`src/logic/exec_pkg.sv`:
```
// constants, types and register map of the instruction execution block
// Overview of operation
// RL1 - sleep clears powerdown bit, sets timeout bit
// RL2 - sleep clears watchdog counter and prescaler
// RL3 - literal minus W into W, two's complement
// RL4 - carry/digit carry are not-borrow of subtraction
// RL5 - file minus W, updates C, DC, Z
// RL6 - destination bit 0 gives W, 1 file
// RL7 - W minus file minus borrow, to destination
// RL8 - swap file nibbles, no flags change
// RL9 - swap without destination writes back to file
// RL10 - W to direction register 5, 6, 7
// RL11 - W xor literal into W, zero only
// RL12 - W xor file to destination, zero only
// RL13 - zero flag set when result is zero
package exec_pkg;

  typedef enum logic [3:0] {
    OP_SLEEP = 4'h0,
    OP_SUB_LIT = 4'h1,
    OP_SUB_FILE = 4'h2,
    OP_SUB_BORROW = 4'h3,
    OP_SWAP = 4'h4,
    OP_DIR_LOAD = 4'h5,
    OP_XOR_LIT = 4'h6,
    OP_XOR_FILE = 4'h7
  } op_t;

  localparam int unsigned ADDR_W = 8;
  localparam logic [7:0] OFS_INSTR = 8'h00;
  localparam logic [7:0] OFS_WREG = 8'h04;
  localparam logic [7:0] OFS_STATUS = 8'h08;
  localparam logic [7:0] OFS_DIR_A = 8'h0c;
  localparam logic [7:0] OFS_DIR_B = 8'h10;
  localparam logic [7:0] OFS_DIR_C = 8'h14;
  localparam logic [7:0] OFS_WDT = 8'h18;
  localparam logic [7:0] OFS_FILE_ADDR = 8'h1c;
  localparam logic [7:0] OFS_FILE_DATA = 8'h20;

  // instruction word fields
  localparam int unsigned INS_OP_LSB = 0;
  localparam int unsigned INS_DEST_BIT = 4;
  localparam int unsigned INS_DEST_GIVEN_BIT = 5;
  localparam int unsigned INS_ARG_LSB = 8;

  // status register fields
  localparam int unsigned ST_C = 0;
  localparam int unsigned ST_DC = 1;
  localparam int unsigned ST_Z = 2;
  localparam int unsigned ST_PD = 3;
  localparam int unsigned ST_TO = 4;
  localparam int unsigned ST_SLEEP = 5;

  localparam logic [7:0] DIR_SEL_A = 8'h05;
  localparam logic [7:0] DIR_SEL_B = 8'h06;
  localparam logic [7:0] DIR_SEL_C = 8'h07;
  localparam logic [7:0] DIR_RESET = 8'hff;
  localparam logic [7:0] WDT_CLEAR = 8'h00;

  localparam logic [1:0] RESP_OKAY = 2'h0;
  localparam logic [1:0] RESP_SLVERR = 2'h2;

endpackage

```
`src/logic/instr_exec_core.sv`:
```
// execution core with axi4-lite register access
`timescale 1ns/10ps
module instr_exec_core #(
  parameter int unsigned FILE_DEPTH = 128,
  parameter int unsigned PRE_W = 8
) (
  input wire logic aclk,
  input wire logic aresetn,
  input wire logic [7:0] s_axi_awaddr,
  input wire logic s_axi_awvalid,
  output logic s_axi_awready,
  input wire logic [31:0] s_axi_wdata,
  input wire logic [3:0] s_axi_wstrb,
  input wire logic s_axi_wvalid,
  output logic s_axi_wready,
  output logic [1:0] s_axi_bresp,
  output logic s_axi_bvalid,
  input wire logic s_axi_bready,
  input wire logic [7:0] s_axi_araddr,
  input wire logic s_axi_arvalid,
  output logic s_axi_arready,
  output logic [31:0] s_axi_rdata,
  output logic [1:0] s_axi_rresp,
  output logic s_axi_rvalid,
  input wire logic s_axi_rready,
  output logic [7:0] port_a_direction,
  output logic [7:0] port_b_direction,
  output logic [7:0] port_c_direction,
  output logic core_sleeping
);

  localparam int unsigned FA_W = $clog2(FILE_DEPTH);

  initial begin
    if (FILE_DEPTH < 2 || FILE_DEPTH > 128 ||
        (FILE_DEPTH & (FILE_DEPTH - 1)) != 0) begin
      $error("FILE_DEPTH must be a power of two from 2 to 128");
    end
    if (PRE_W < 1 || PRE_W > 16) begin
      $error("PRE_W must lie between 1 and 16");
    end
  end

  function automatic logic is_mapped(input logic [7:0] a);
    case (a)
      exec_pkg::OFS_INSTR, exec_pkg::OFS_WREG, exec_pkg::OFS_STATUS,
      exec_pkg::OFS_DIR_A, exec_pkg::OFS_DIR_B, exec_pkg::OFS_DIR_C,
      exec_pkg::OFS_WDT, exec_pkg::OFS_FILE_ADDR,
      exec_pkg::OFS_FILE_DATA: begin
        is_mapped = 1'b1;
      end
      default: begin
        is_mapped = 1'b0;
      end
    endcase
  endfunction

  // architectural, bus and decode state
  logic [7:0] w_r, dir_a_r, dir_b_r, dir_c_r, watchdog_counter_r;
  logic c_r, dc_r, z_r, powerdown_status_bit_r, timeout_status_bit_r, sleep_r;
  logic [PRE_W-1:0] wdt_pre_r;
  logic [FA_W-1:0] file_addr_r;
  logic [7:0] file_mem [FILE_DEPTH];
  logic aw_held_r, w_held_r, awready_r, wready_r, bvalid_r;
  logic arready_r, rvalid_r;
  logic [7:0] awaddr_r;
  logic [31:0] wdata_r, rdata_r;
  logic [3:0] wstrb_r;
  logic [1:0] bresp_r, rresp_r;
  logic wr_fire, lane0, ins_dest, ins_dest_given, ins_write, ins_refused;
  logic exec_go, to_file, alu_writes, alu_c, alu_dc, alu_z, sw_wr_w;
  logic alu_upd_cdc, alu_upd_z, sw_wr_status, sw_wr_faddr, sw_wr_fdata;
  exec_pkg::op_t ins_op;
  logic [7:0] ins_arg, f_val, alu_res;
  logic [FA_W-1:0] f_idx;

  assign wr_fire = aw_held_r && w_held_r && !bvalid_r;
  assign lane0 = wstrb_r[0];
  assign ins_op = exec_pkg::op_t'(wdata_r[exec_pkg::INS_OP_LSB +: 4]);
  assign ins_arg = wdata_r[exec_pkg::INS_ARG_LSB +: 8];
  assign ins_dest = wdata_r[exec_pkg::INS_DEST_BIT];
  assign ins_dest_given = wdata_r[exec_pkg::INS_DEST_GIVEN_BIT];
  assign f_idx = ins_arg[FA_W-1:0];
  assign f_val = file_mem[f_idx];
  assign ins_write = wr_fire && lane0 && (awaddr_r == exec_pkg::OFS_INSTR);
  // a halted core takes no instructions until software wakes it
  assign ins_refused = ins_write && sleep_r;
  assign exec_go = ins_write && !sleep_r;
  assign sw_wr_w = wr_fire && lane0 && (awaddr_r == exec_pkg::OFS_WREG);
  assign sw_wr_status = wr_fire && lane0 &&
                        (awaddr_r == exec_pkg::OFS_STATUS);
  assign sw_wr_faddr = wr_fire && lane0 &&
                       (awaddr_r == exec_pkg::OFS_FILE_ADDR);
  assign sw_wr_fdata = wr_fire && lane0 &&
                       (awaddr_r == exec_pkg::OFS_FILE_DATA);

  exec_alu u_alu (
    .op(ins_op),
    .w_val(w_r),
    .f_val(f_val),
    .k_val(ins_arg),
    .c_in(c_r),
    .result(alu_res),
    .c_out(alu_c),
    .dc_out(alu_dc),
    .z_out(alu_z),
    .upd_cdc(alu_upd_cdc),
    .upd_z(alu_upd_z)
  );

  // destination choice per instruction
  always_comb begin
    alu_writes = 1'b0;
    to_file = 1'b0;
    case (ins_op)
      exec_pkg::OP_SUB_LIT, exec_pkg::OP_XOR_LIT: begin
        alu_writes = 1'b1;
        to_file = 1'b0; // RL3 RL11
      end
      exec_pkg::OP_SUB_FILE, exec_pkg::OP_SUB_BORROW,
      exec_pkg::OP_XOR_FILE: begin
        alu_writes = 1'b1;
        to_file = ins_dest; // RL6 RL7 RL12
      end
      exec_pkg::OP_SWAP: begin
        alu_writes = 1'b1;
        to_file = ins_dest_given ? ins_dest : 1'b1; // RL9
      end
      default: ;
    endcase
  end

  // axi write address and data, taken in either order
  always_ff @(posedge aclk) begin
    if (!aresetn) begin
      aw_held_r <= 1'b0;
      awready_r <= 1'b1;
      awaddr_r <= 8'h00;
    end else if (s_axi_awvalid && awready_r) begin
      aw_held_r <= 1'b1;
      awready_r <= 1'b0;
      awaddr_r <= s_axi_awaddr;
    end else if (wr_fire) begin
      aw_held_r <= 1'b0;
      awready_r <= 1'b1;
    end
  end

  always_ff @(posedge aclk) begin
    if (!aresetn) begin
      w_held_r <= 1'b0;
      wready_r <= 1'b1;
      wdata_r <= 32'h0000_0000;
      wstrb_r <= 4'h0;
    end else if (s_axi_wvalid && wready_r) begin
      w_held_r <= 1'b1;
      wready_r <= 1'b0;
      wdata_r <= s_axi_wdata;
      wstrb_r <= s_axi_wstrb;
    end else if (wr_fire) begin
      w_held_r <= 1'b0;
      wready_r <= 1'b1;
    end
  end

  always_ff @(posedge aclk) begin
    if (!aresetn) begin
      bvalid_r <= 1'b0;
      bresp_r <= exec_pkg::RESP_OKAY;
    end else if (wr_fire) begin
      bvalid_r <= 1'b1;
      bresp_r <= (!is_mapped(awaddr_r) || ins_refused) ?
                 exec_pkg::RESP_SLVERR : exec_pkg::RESP_OKAY;
    end else if (s_axi_bready) begin
      bvalid_r <= 1'b0;
    end
  end

  // axi read channel
  logic [31:0] rd_val;
  always_comb begin
    rd_val = 32'h0000_0000;
    case (s_axi_araddr)
      exec_pkg::OFS_WREG: begin
        rd_val[7:0] = w_r;
      end
      exec_pkg::OFS_STATUS: begin
        rd_val[exec_pkg::ST_C] = c_r;
        rd_val[exec_pkg::ST_DC] = dc_r;
        rd_val[exec_pkg::ST_Z] = z_r;
        rd_val[exec_pkg::ST_PD] = powerdown_status_bit_r;
        rd_val[exec_pkg::ST_TO] = timeout_status_bit_r;
        rd_val[exec_pkg::ST_SLEEP] = sleep_r;
      end
      exec_pkg::OFS_DIR_A: begin
        rd_val[7:0] = dir_a_r;
      end
      exec_pkg::OFS_DIR_B: begin
        rd_val[7:0] = dir_b_r;
      end
      exec_pkg::OFS_DIR_C: begin
        rd_val[7:0] = dir_c_r;
      end
      exec_pkg::OFS_WDT: begin
        rd_val[7:0] = watchdog_counter_r;
        rd_val[8 +: PRE_W] = wdt_pre_r;
      end
      exec_pkg::OFS_FILE_ADDR: begin
        rd_val[FA_W-1:0] = file_addr_r;
      end
      exec_pkg::OFS_FILE_DATA: begin
        rd_val[7:0] = file_mem[file_addr_r];
      end
      default: begin
        rd_val = 32'h0000_0000;
      end
    endcase
  end

  always_ff @(posedge aclk) begin
    if (!aresetn) begin
      arready_r <= 1'b1;
      rvalid_r <= 1'b0;
      rdata_r <= 32'h0000_0000;
      rresp_r <= exec_pkg::RESP_OKAY;
    end else if (s_axi_arvalid && arready_r) begin
      arready_r <= 1'b0;
      rvalid_r <= 1'b1;
      rdata_r <= rd_val;
      rresp_r <= is_mapped(s_axi_araddr) ?
                 exec_pkg::RESP_OKAY : exec_pkg::RESP_SLVERR;
    end else if (rvalid_r && s_axi_rready) begin
      rvalid_r <= 1'b0;
      arready_r <= 1'b1;
    end
  end

  // working register
  always_ff @(posedge aclk) begin
    if (!aresetn) begin
      w_r <= 8'h00;
    end else if (exec_go && alu_writes && !to_file) begin
      w_r <= alu_res; // RL6
    end else if (sw_wr_w) begin
      w_r <= wdata_r[7:0];
    end
  end

  // arithmetic flags
  always_ff @(posedge aclk) begin
    if (!aresetn) begin
      c_r <= 1'b0;
      dc_r <= 1'b0;
      z_r <= 1'b0;
    end else if (exec_go) begin
      if (alu_upd_cdc) begin
        c_r <= alu_c; // RL4 RL5 RL7
        dc_r <= alu_dc; // RL4
      end
      if (alu_upd_z) begin
        z_r <= alu_z; // RL13
      end
    end else if (sw_wr_status) begin
      c_r <= wdata_r[exec_pkg::ST_C];
      dc_r <= wdata_r[exec_pkg::ST_DC];
      z_r <= wdata_r[exec_pkg::ST_Z];
    end
  end

  // power status and halt
  always_ff @(posedge aclk) begin
    if (!aresetn) begin
      powerdown_status_bit_r <= 1'b1;
      timeout_status_bit_r <= 1'b1;
      sleep_r <= 1'b0;
    end else if (exec_go && ins_op == exec_pkg::OP_SLEEP) begin
      powerdown_status_bit_r <= 1'b0; // RL1
      timeout_status_bit_r <= 1'b1; // RL1
      sleep_r <= 1'b1;
    end else if (sw_wr_status && !wdata_r[exec_pkg::ST_SLEEP]) begin
      sleep_r <= 1'b0;
    end
  end

  // watchdog counter and prescaler
  always_ff @(posedge aclk) begin
    if (!aresetn) begin
      watchdog_counter_r <= exec_pkg::WDT_CLEAR;
      wdt_pre_r <= '0;
    end else if (exec_go && ins_op == exec_pkg::OP_SLEEP) begin
      watchdog_counter_r <= exec_pkg::WDT_CLEAR; // RL2
      wdt_pre_r <= '0; // RL2
    end else begin
      wdt_pre_r <= wdt_pre_r + 1'b1;
      if (&wdt_pre_r) begin
        watchdog_counter_r <= watchdog_counter_r + 8'h01;
      end
    end
  end

  // port direction registers
  always_ff @(posedge aclk) begin
    if (!aresetn) begin
      dir_a_r <= exec_pkg::DIR_RESET;
      dir_b_r <= exec_pkg::DIR_RESET;
      dir_c_r <= exec_pkg::DIR_RESET;
    end else if (exec_go && ins_op == exec_pkg::OP_DIR_LOAD) begin
      case (ins_arg)
        exec_pkg::DIR_SEL_A: begin
          dir_a_r <= w_r; // RL10
        end
        exec_pkg::DIR_SEL_B: begin
          dir_b_r <= w_r; // RL10
        end
        exec_pkg::DIR_SEL_C: begin
          dir_c_r <= w_r; // RL10
        end
        default: ;
      endcase
    end
  end

  // file register pointer for software access
  always_ff @(posedge aclk) begin
    if (!aresetn) begin
      file_addr_r <= '0;
    end else if (sw_wr_faddr) begin
      file_addr_r <= wdata_r[FA_W-1:0];
    end
  end

  // file registers, no reset
  always_ff @(posedge aclk) begin
    if (exec_go && alu_writes && to_file) begin
      file_mem[f_idx] <= alu_res; // RL6 RL9
    end else if (sw_wr_fdata) begin
      file_mem[file_addr_r] <= wdata_r[7:0];
    end
  end

  // output registers
  always_ff @(posedge aclk) begin
    if (!aresetn) begin
      core_sleeping <= 1'b0;
      port_a_direction <= exec_pkg::DIR_RESET;
      port_b_direction <= exec_pkg::DIR_RESET;
      port_c_direction <= exec_pkg::DIR_RESET;
    end else begin
      core_sleeping <= sleep_r;
      port_a_direction <= dir_a_r;
      port_b_direction <= dir_b_r;
      port_c_direction <= dir_c_r;
    end
  end

  assign s_axi_awready = awready_r;
  assign s_axi_wready = wready_r;
  assign s_axi_bvalid = bvalid_r;
  assign s_axi_bresp = bresp_r;
  assign s_axi_arready = arready_r;
  assign s_axi_rvalid = rvalid_r;
  assign s_axi_rdata = rdata_r;
  assign s_axi_rresp = rresp_r;

endmodule

```
`src/logic/exec_alu.sv`:
```
// arithmetic and logic unit for the subtract, swap and xor instructions
`timescale 1ns/10ps
module exec_alu (
  input wire exec_pkg::op_t op,
  input wire logic [7:0] w_val,
  input wire logic [7:0] f_val,
  input wire logic [7:0] k_val,
  input wire logic c_in,
  output logic [7:0] result,
  output logic c_out,
  output logic dc_out,
  output logic z_out,
  output logic upd_cdc,
  output logic upd_z
);

  logic [7:0] sub_a;
  logic [7:0] sub_b;
  logic sub_cin;
  logic [8:0] sub_sum;
  logic [4:0] nib_sum;

  // a - b - borrow computed as a + ~b + carry
  always_comb begin
    sub_a = f_val;
    sub_b = w_val;
    sub_cin = 1'b1;
    case (op)
      exec_pkg::OP_SUB_LIT: begin
        sub_a = k_val; // RL3
      end
      exec_pkg::OP_SUB_BORROW: begin
        sub_a = w_val; // RL7
        sub_b = f_val;
        sub_cin = c_in;
      end
      default: begin
        sub_a = f_val; // RL5
      end
    endcase
    sub_sum = {1'b0, sub_a} + {1'b0, ~sub_b} + {8'h00, sub_cin};
    nib_sum = {1'b0, sub_a[3:0]} + {1'b0, ~sub_b[3:0]} + {4'h0, sub_cin};
  end

  always_comb begin
    result = f_val;
    upd_cdc = 1'b0;
    upd_z = 1'b0;
    case (op)
      exec_pkg::OP_SUB_LIT, exec_pkg::OP_SUB_FILE,
      exec_pkg::OP_SUB_BORROW: begin
        result = sub_sum[7:0];
        upd_cdc = 1'b1;
        upd_z = 1'b1;
      end
      exec_pkg::OP_SWAP: begin
        result = {f_val[3:0], f_val[7:4]}; // RL8
      end
      exec_pkg::OP_XOR_LIT: begin
        result = w_val ^ k_val; // RL11
        upd_z = 1'b1;
      end
      exec_pkg::OP_XOR_FILE: begin
        result = w_val ^ f_val; // RL12
        upd_z = 1'b1;
      end
      default: begin
        result = f_val;
      end
    endcase
    c_out = sub_sum[8]; // RL4
    dc_out = nib_sum[4]; // RL4
    z_out = (result == 8'h00); // RL13
  end

endmodule

```
`config.mk`:
```
export PLATFORM = sky130hd
export DESIGN_NAME = instr_exec_core
export DESIGN_NICKNAME = d
export VERILOG_FILES = /design/src/logic/exec_pkg.sv /design/src/logic/instr_exec_core.sv /design/src/logic/exec_alu.sv
export SDC_FILE = /design/constraint.sdc
export NUM_CORES = 2
export LEC_CHECK = 0
export BUFFER_PORTS_ARGS = -buffer_cell sky130_fd_sc_hd__buf_2
export CORE_MARGIN = 4
export CORE_UTILIZATION = 63
export DETAILED_ROUTE_END_ITERATION = 12
export PLACE_DENSITY = 0.8
export SLEW_MARGIN = 20
export SYNTH_ARGS = -nofsm -noshare
export SYNTH_HDL_FRONTEND = slang
export SYNTH_SLANG_ARGS = --single-unit
```
`constraint.sdc`:
```
create_clock -name aclk -period 9.5 [get_ports aclk]
set_input_delay 0 -clock aclk [delete_from_list [all_inputs] [get_ports aclk]]
set_output_delay 0 -clock aclk [all_outputs]
set_load 0.01 [all_outputs]
```
After elaboration in Yosys (flattened, before gate mapping)
Memory sizes are Yosys's and may differ from the RTL's. A register that Yosys moved wholly into a read port is not among the register bits. Cells that the tools add are included.

Input port bits: 59. Memories kept: 1. Bits in registers: 137. RAM bits: 1024. Word-level logic and storage cells: 178.

Memory list: file_mem (depth 128, width 8, read ports 2, clocked after memory_dff 2, write ports 1, RTL line instr_exec_core.sv:63) `logic [7:0] file_mem [FILE_DEPTH];`.

Add/sub/neg operators: 6. Equality and inequality tests: 28. Reduce and logical (&&, ||, !) cells: 51. Bitwise operators: 5. Muxes and demuxes: 58.

Operators by type and width (count): $eq A8 B5 Y1 const B (8); $pmux W6 S8 (1); $eq A8 B3 Y1 const B (5); $mux W1 (40); $mux W8 (5); $mux W7 (5); $eq A8 B4 Y1 const B (4); $pmux W8 S4 (1); $logic_not A8 Y1 (3); $logic_and A1 B1 Y1 (20); $reduce_or A9 Y1 (2); $add A8 B1 Y8 const B (2); $eq A4 B3 Y1 const B (4); $eq A8 B6 Y1 const B (2); $pmux W8 S2 (1); $xor A8 B8 Y8 (2); $reduce_bool A2 Y1 (7); $reduce_and A2 Y1 (5); $add A8 B8 Y9 (1); $add A9 B1 Y9 (1); $eq A4 B2 Y1 const B (2); $not A8 Y8 (1); $reduce_and A8 Y1 (1); $reduce_or A8 Y1 (1); other kinds (17) (24).

Longest topological paths before layout
Depth in word-level cells: 11. Gate-level depth with buffers: 25.

By module
From an unflattened synthesis, not the netlist that was laid out.

Cell total of the unflattened synthesis: 3126. Area total of the unflattened synthesis: 55244.2 um^2.

By module, submodules not included: instr_exec_core (sequential area each 33732.4 um^2, cells an instance 2972, times used 1, area each 54141.9 um^2); exec_alu (sequential area each 0.0 um^2, cells an instance 154, times used 1, area each 1102.3 um^2).

Worst setup path after synthesis
OpenSTA, ideal clock, no wires.

Path type: flip-flop to flip-flop. Start point: reg with a tool-made name. End point: mem file_mem[0][5], data pin. Slack: 1.590 ns. Arrival: 7.018 ns. Stages on the path, launching flop included: 21. Library setup time: 0.892 ns. Clock period less this slack: 7.910 ns. Data required time: 8.608 ns. Buffers on the path: 3. Cells stage by stage: dfxtp_1 -> buf_6 -> buf_6 -> buf_8 -> mux4_2 -> a211o_1 -> o311a_1 -> a22oi_1 -> o22ai_1 -> nor2_1 -> nor2_1 -> a21oi_1 -> ha_1 -> nor2b_1 -> o21ai_0 -> a21boi_0 -> o21a_1 -> o21ai_0 -> a311o_1 -> nor3_1 -> a21oi_1.

RTL lines (RTL line): to (decl) (instr_exec_core.sv:63).

==> qor.yml <==
outcome: "finished clean"
clock_sinks: 1173
core-area_mm2: 0.0872
hpwl_um: 116000
tightestPinTransition_ns: 1.33
cellLeakagePower_nw: 18.9
grt_pass1_vias: 35600
reg2reg_depth: 21
overflow: 0
whs_path_depth: 6
die_y_um: 305
asyncSetResetFlopFracSynth_pct: 0
layout-drive-gt1-share_pct: 27.7
drv_slew: 0
yosys_most_used_dff: "edfxtp_1"
vias_per_cell: 7.74
yosysTopAreaCell: "edfxtp_1"
fin_setup_tns_ns: 0
hold_buffers: 52
gr-usage-met3_pct: 12.8
syn-cell-area_mm2: 0.0555
cts-htree-levels: 3
io_pins: 125
num_vias: 36100
hold_path_class: "primary input to flop"
clk_latency_ns: 0.74
rrSetupSlack_ns: 1.69
firstDrtPassIters: 7
initial_utilization_pct: 63.7
regArea_mm2: 0.0338
placed_area_mm2: 0.0570
die-area_mm2: 0.0930
top_usage_layer: "met2"
use_met2_pct: 57.3
cts_tree: "done"
slew_headroom_pct: 10.8
syn2layout_area_growth_pct: 10.8
grt_pass1_wl_um: 259000
antenna_found_initial: 6
post-place-ws_ns: 1.98
cts_made_buffers: 118
drc_errors: 0
setup.worst_path.start_class: "flop"
synthCells: 3311
hold_ws_ns: 0.0852
grt_max_degree: 129
yosysWarnings: 0
routed_wl_um: 181000
dp_cells: 4390
multi_input_area_mm2: 0.0206
drtIter0Drc: 6929
syn_avg_cell_area_um2: 16.8
grt_setup_unrepaired: "false"
finalSetupViolations: 0
synth_area_leaders: "edfxtp_1 (55%), mux4_2 (22%), dfxtp_1 (5.4%)"
post_cts_buffers: 0
path_clk_slew_ns: 0.06
min-delay-start: "s_axi_araddr[2]"
design.final.nets: 3478
synth_cell_types: 90
period_minus_slack_ns: 7.81
rows: 108
period_share_pct: 82.2
synth_edf_count: 1024
grt_util_met1_pct: 51.2
cts_buffer_depth: 3
vdd_ir_drop_max_mv: 0.160
crit_fanout: 47
worstSetupEndpointType: "flop"
nFillCells: 5207
hold_viol: 0
finalPower_mw: 12.0
seq_area_frac_synth_pct: 60.7
die_w_um: 305
fin_ws_ns: 1.69
utilization_pct: 70.6
cp_data_arrival_time_ns: 8.26
portBuffers: 87
clockRootBuffer: "clkbuf_16"
routedWlPerCell_um: 38.8
ys_ff_latch: 1173
cap_violations: 0
yosysTopAreaCellShare_pct: 55.4
gp_congestion: 1.04
final_cell_area_mm2: 0.0616
critPathRequiredTime_ns: 9.95
skew_ns: 0.0420
ant_nets: 0
final_cells: 4671
grt.total_usage_pct: 38.9
crit_type: "flop to flop"
powerDensity_mw_per_mm2: 196
fmax_ghz: 0.128
postCtsResizedCells: 0
state kept, by name (all words and copies together) (netlist names), 7 cells and up, named ones only:
| name | flops |
|---|---|
| port_a_direction | 8 |
| file_mem | 1024 |
| s_axi_rdata | 16 |
| wdt_pre_r | 8 |
| watchdog_counter_r | 8 |
| wdata_r | 16 |
| file_addr_r | 7 |
| port_b_direction | 8 |
| dir_a_r | 8 |
| awaddr_r | 8 |
| dir_c_r | 8 |
| w_r | 8 |
| port_c_direction | 8 |
| dir_b_r | 8 |
cell usage in the layout, fill, tap and decap left out, types with 32 or more instances in the layout:
| cell | instances |
|---|---|
| a21oi_1 | 78 |
| a22oi_1 | 56 |
| buf_2 | 87 |
| buf_4 | 68 |
| clkbuf_16 | 119 |
| dfxtp_1 | 140 |
| dlygate4sd3_1 | 52 |
| edfxtp_1 | 1024 |
| mux2_2 | 32 |
| mux2i_1 | 158 |
| mux4_2 | 534 |
| nand2_1 | 196 |
| nand2b_1 | 48 |
| nand3_1 | 51 |
| nor2_1 | 249 |
| o21ai_0 | 48 |
worst max-delay path, cell delays in order (launching register included):
cell and delay, ns:
dfxtp_4 0.96, buf_4 0.49, mux4_2 0.58, a221o_1 0.38
a221oi_1 0.55, nor4_1 0.25, o21ai_0 0.26, o21ai_0 0.21
o21ai_0 0.32, fa_1 0.25, inv_1 0.06, fa_1 0.46
a21o_1 0.20, a21o_1 0.24, a21oi_1 0.30, mux2i_1 0.30
a311oi_1 0.08, a41oi_1 0.24, o32a_1 0.23, nand2_1 0.10
nand2_4 0.47, buf_4 0.52
cell usage after synthesis, types with 7 or more instances:
master / instances
edfxtp_1: 1024
mux4_2: 534
nor2_1: 267
nand2_1: 198
mux2i_1: 158
dfxtp_1: 149
clkbuf_1: 113
a21oi_1: 80
a22oi_1: 56
buf_2: 53
nand3_1: 51
nand2b_1: 48
o21ai_0: 48
buf_4: 38
buf_1: 33
mux2_2: 33
nor3_1: 28
o22ai_1: 26
buf_6: 20
o211ai_1: 20
nand3b_1: 19
nor2b_1: 19
a211oi_1: 16
o221ai_1: 16
xor2_1: 14
and2_1: 13
inv_1: 13
a221oi_1: 12
a31oi_1: 12
and3_1: 11
nand4_1: 11
xnor2_1: 10
ha_1: 9
or2_2: 8
a22o_1: 7
a311oi_1: 7
mux2_1: 7
nor4_1: 7
o21a_1: 7
final timing paths:
| check | endpoint |
|---|---|
| worst max register to register | file_mem[127][6] |
| worst max-delay path | file_mem[127][6] |
| worst min-delay path | s_axi_rdata[1] |
| worst min register to register | port_a_direction[5] |
logic make-up (layout without fill, tap and decap cells):
kind of cell	Yosys count	in the layout	synth area share, %
compound gates	387	387	4.90
other cells	1	22	0.00675
fa+ha+maj	11	11	0.275
xor+xnor	24	24	0.378
buf+inv	275	459	2.53
mux	733	733	25.3
simple gates	707	707	5.84
flops	1173	1173	60.7
area by class of cell:
cell class,instances,share of cell area [%]
flip-flops and latches,1173,54.8
multi-input cells,1880,33.4
clock buffers,132,4.92
repair buffers,218,2.73
well taps,1155,2.35
clock inverters,92,1.62
inverters,17,0.104
diodes,4,0.0163
report_power, final:
group,switching [mW],internal [mW]
Clock,2.08,2.77
Sequential,0.0425,5.98
Combinational,0.877,0.296
Total,3.00,9.05
layer usage:
layer / routed length (µm) / vias to the layer above
met1: 58500 / 18200
met2: 80400 / 3347
met3: 27900 / 799
met4: 14300 / 2
met5: 11 / -
li1: - / 13800
Power figures use the tool's default switching activity.
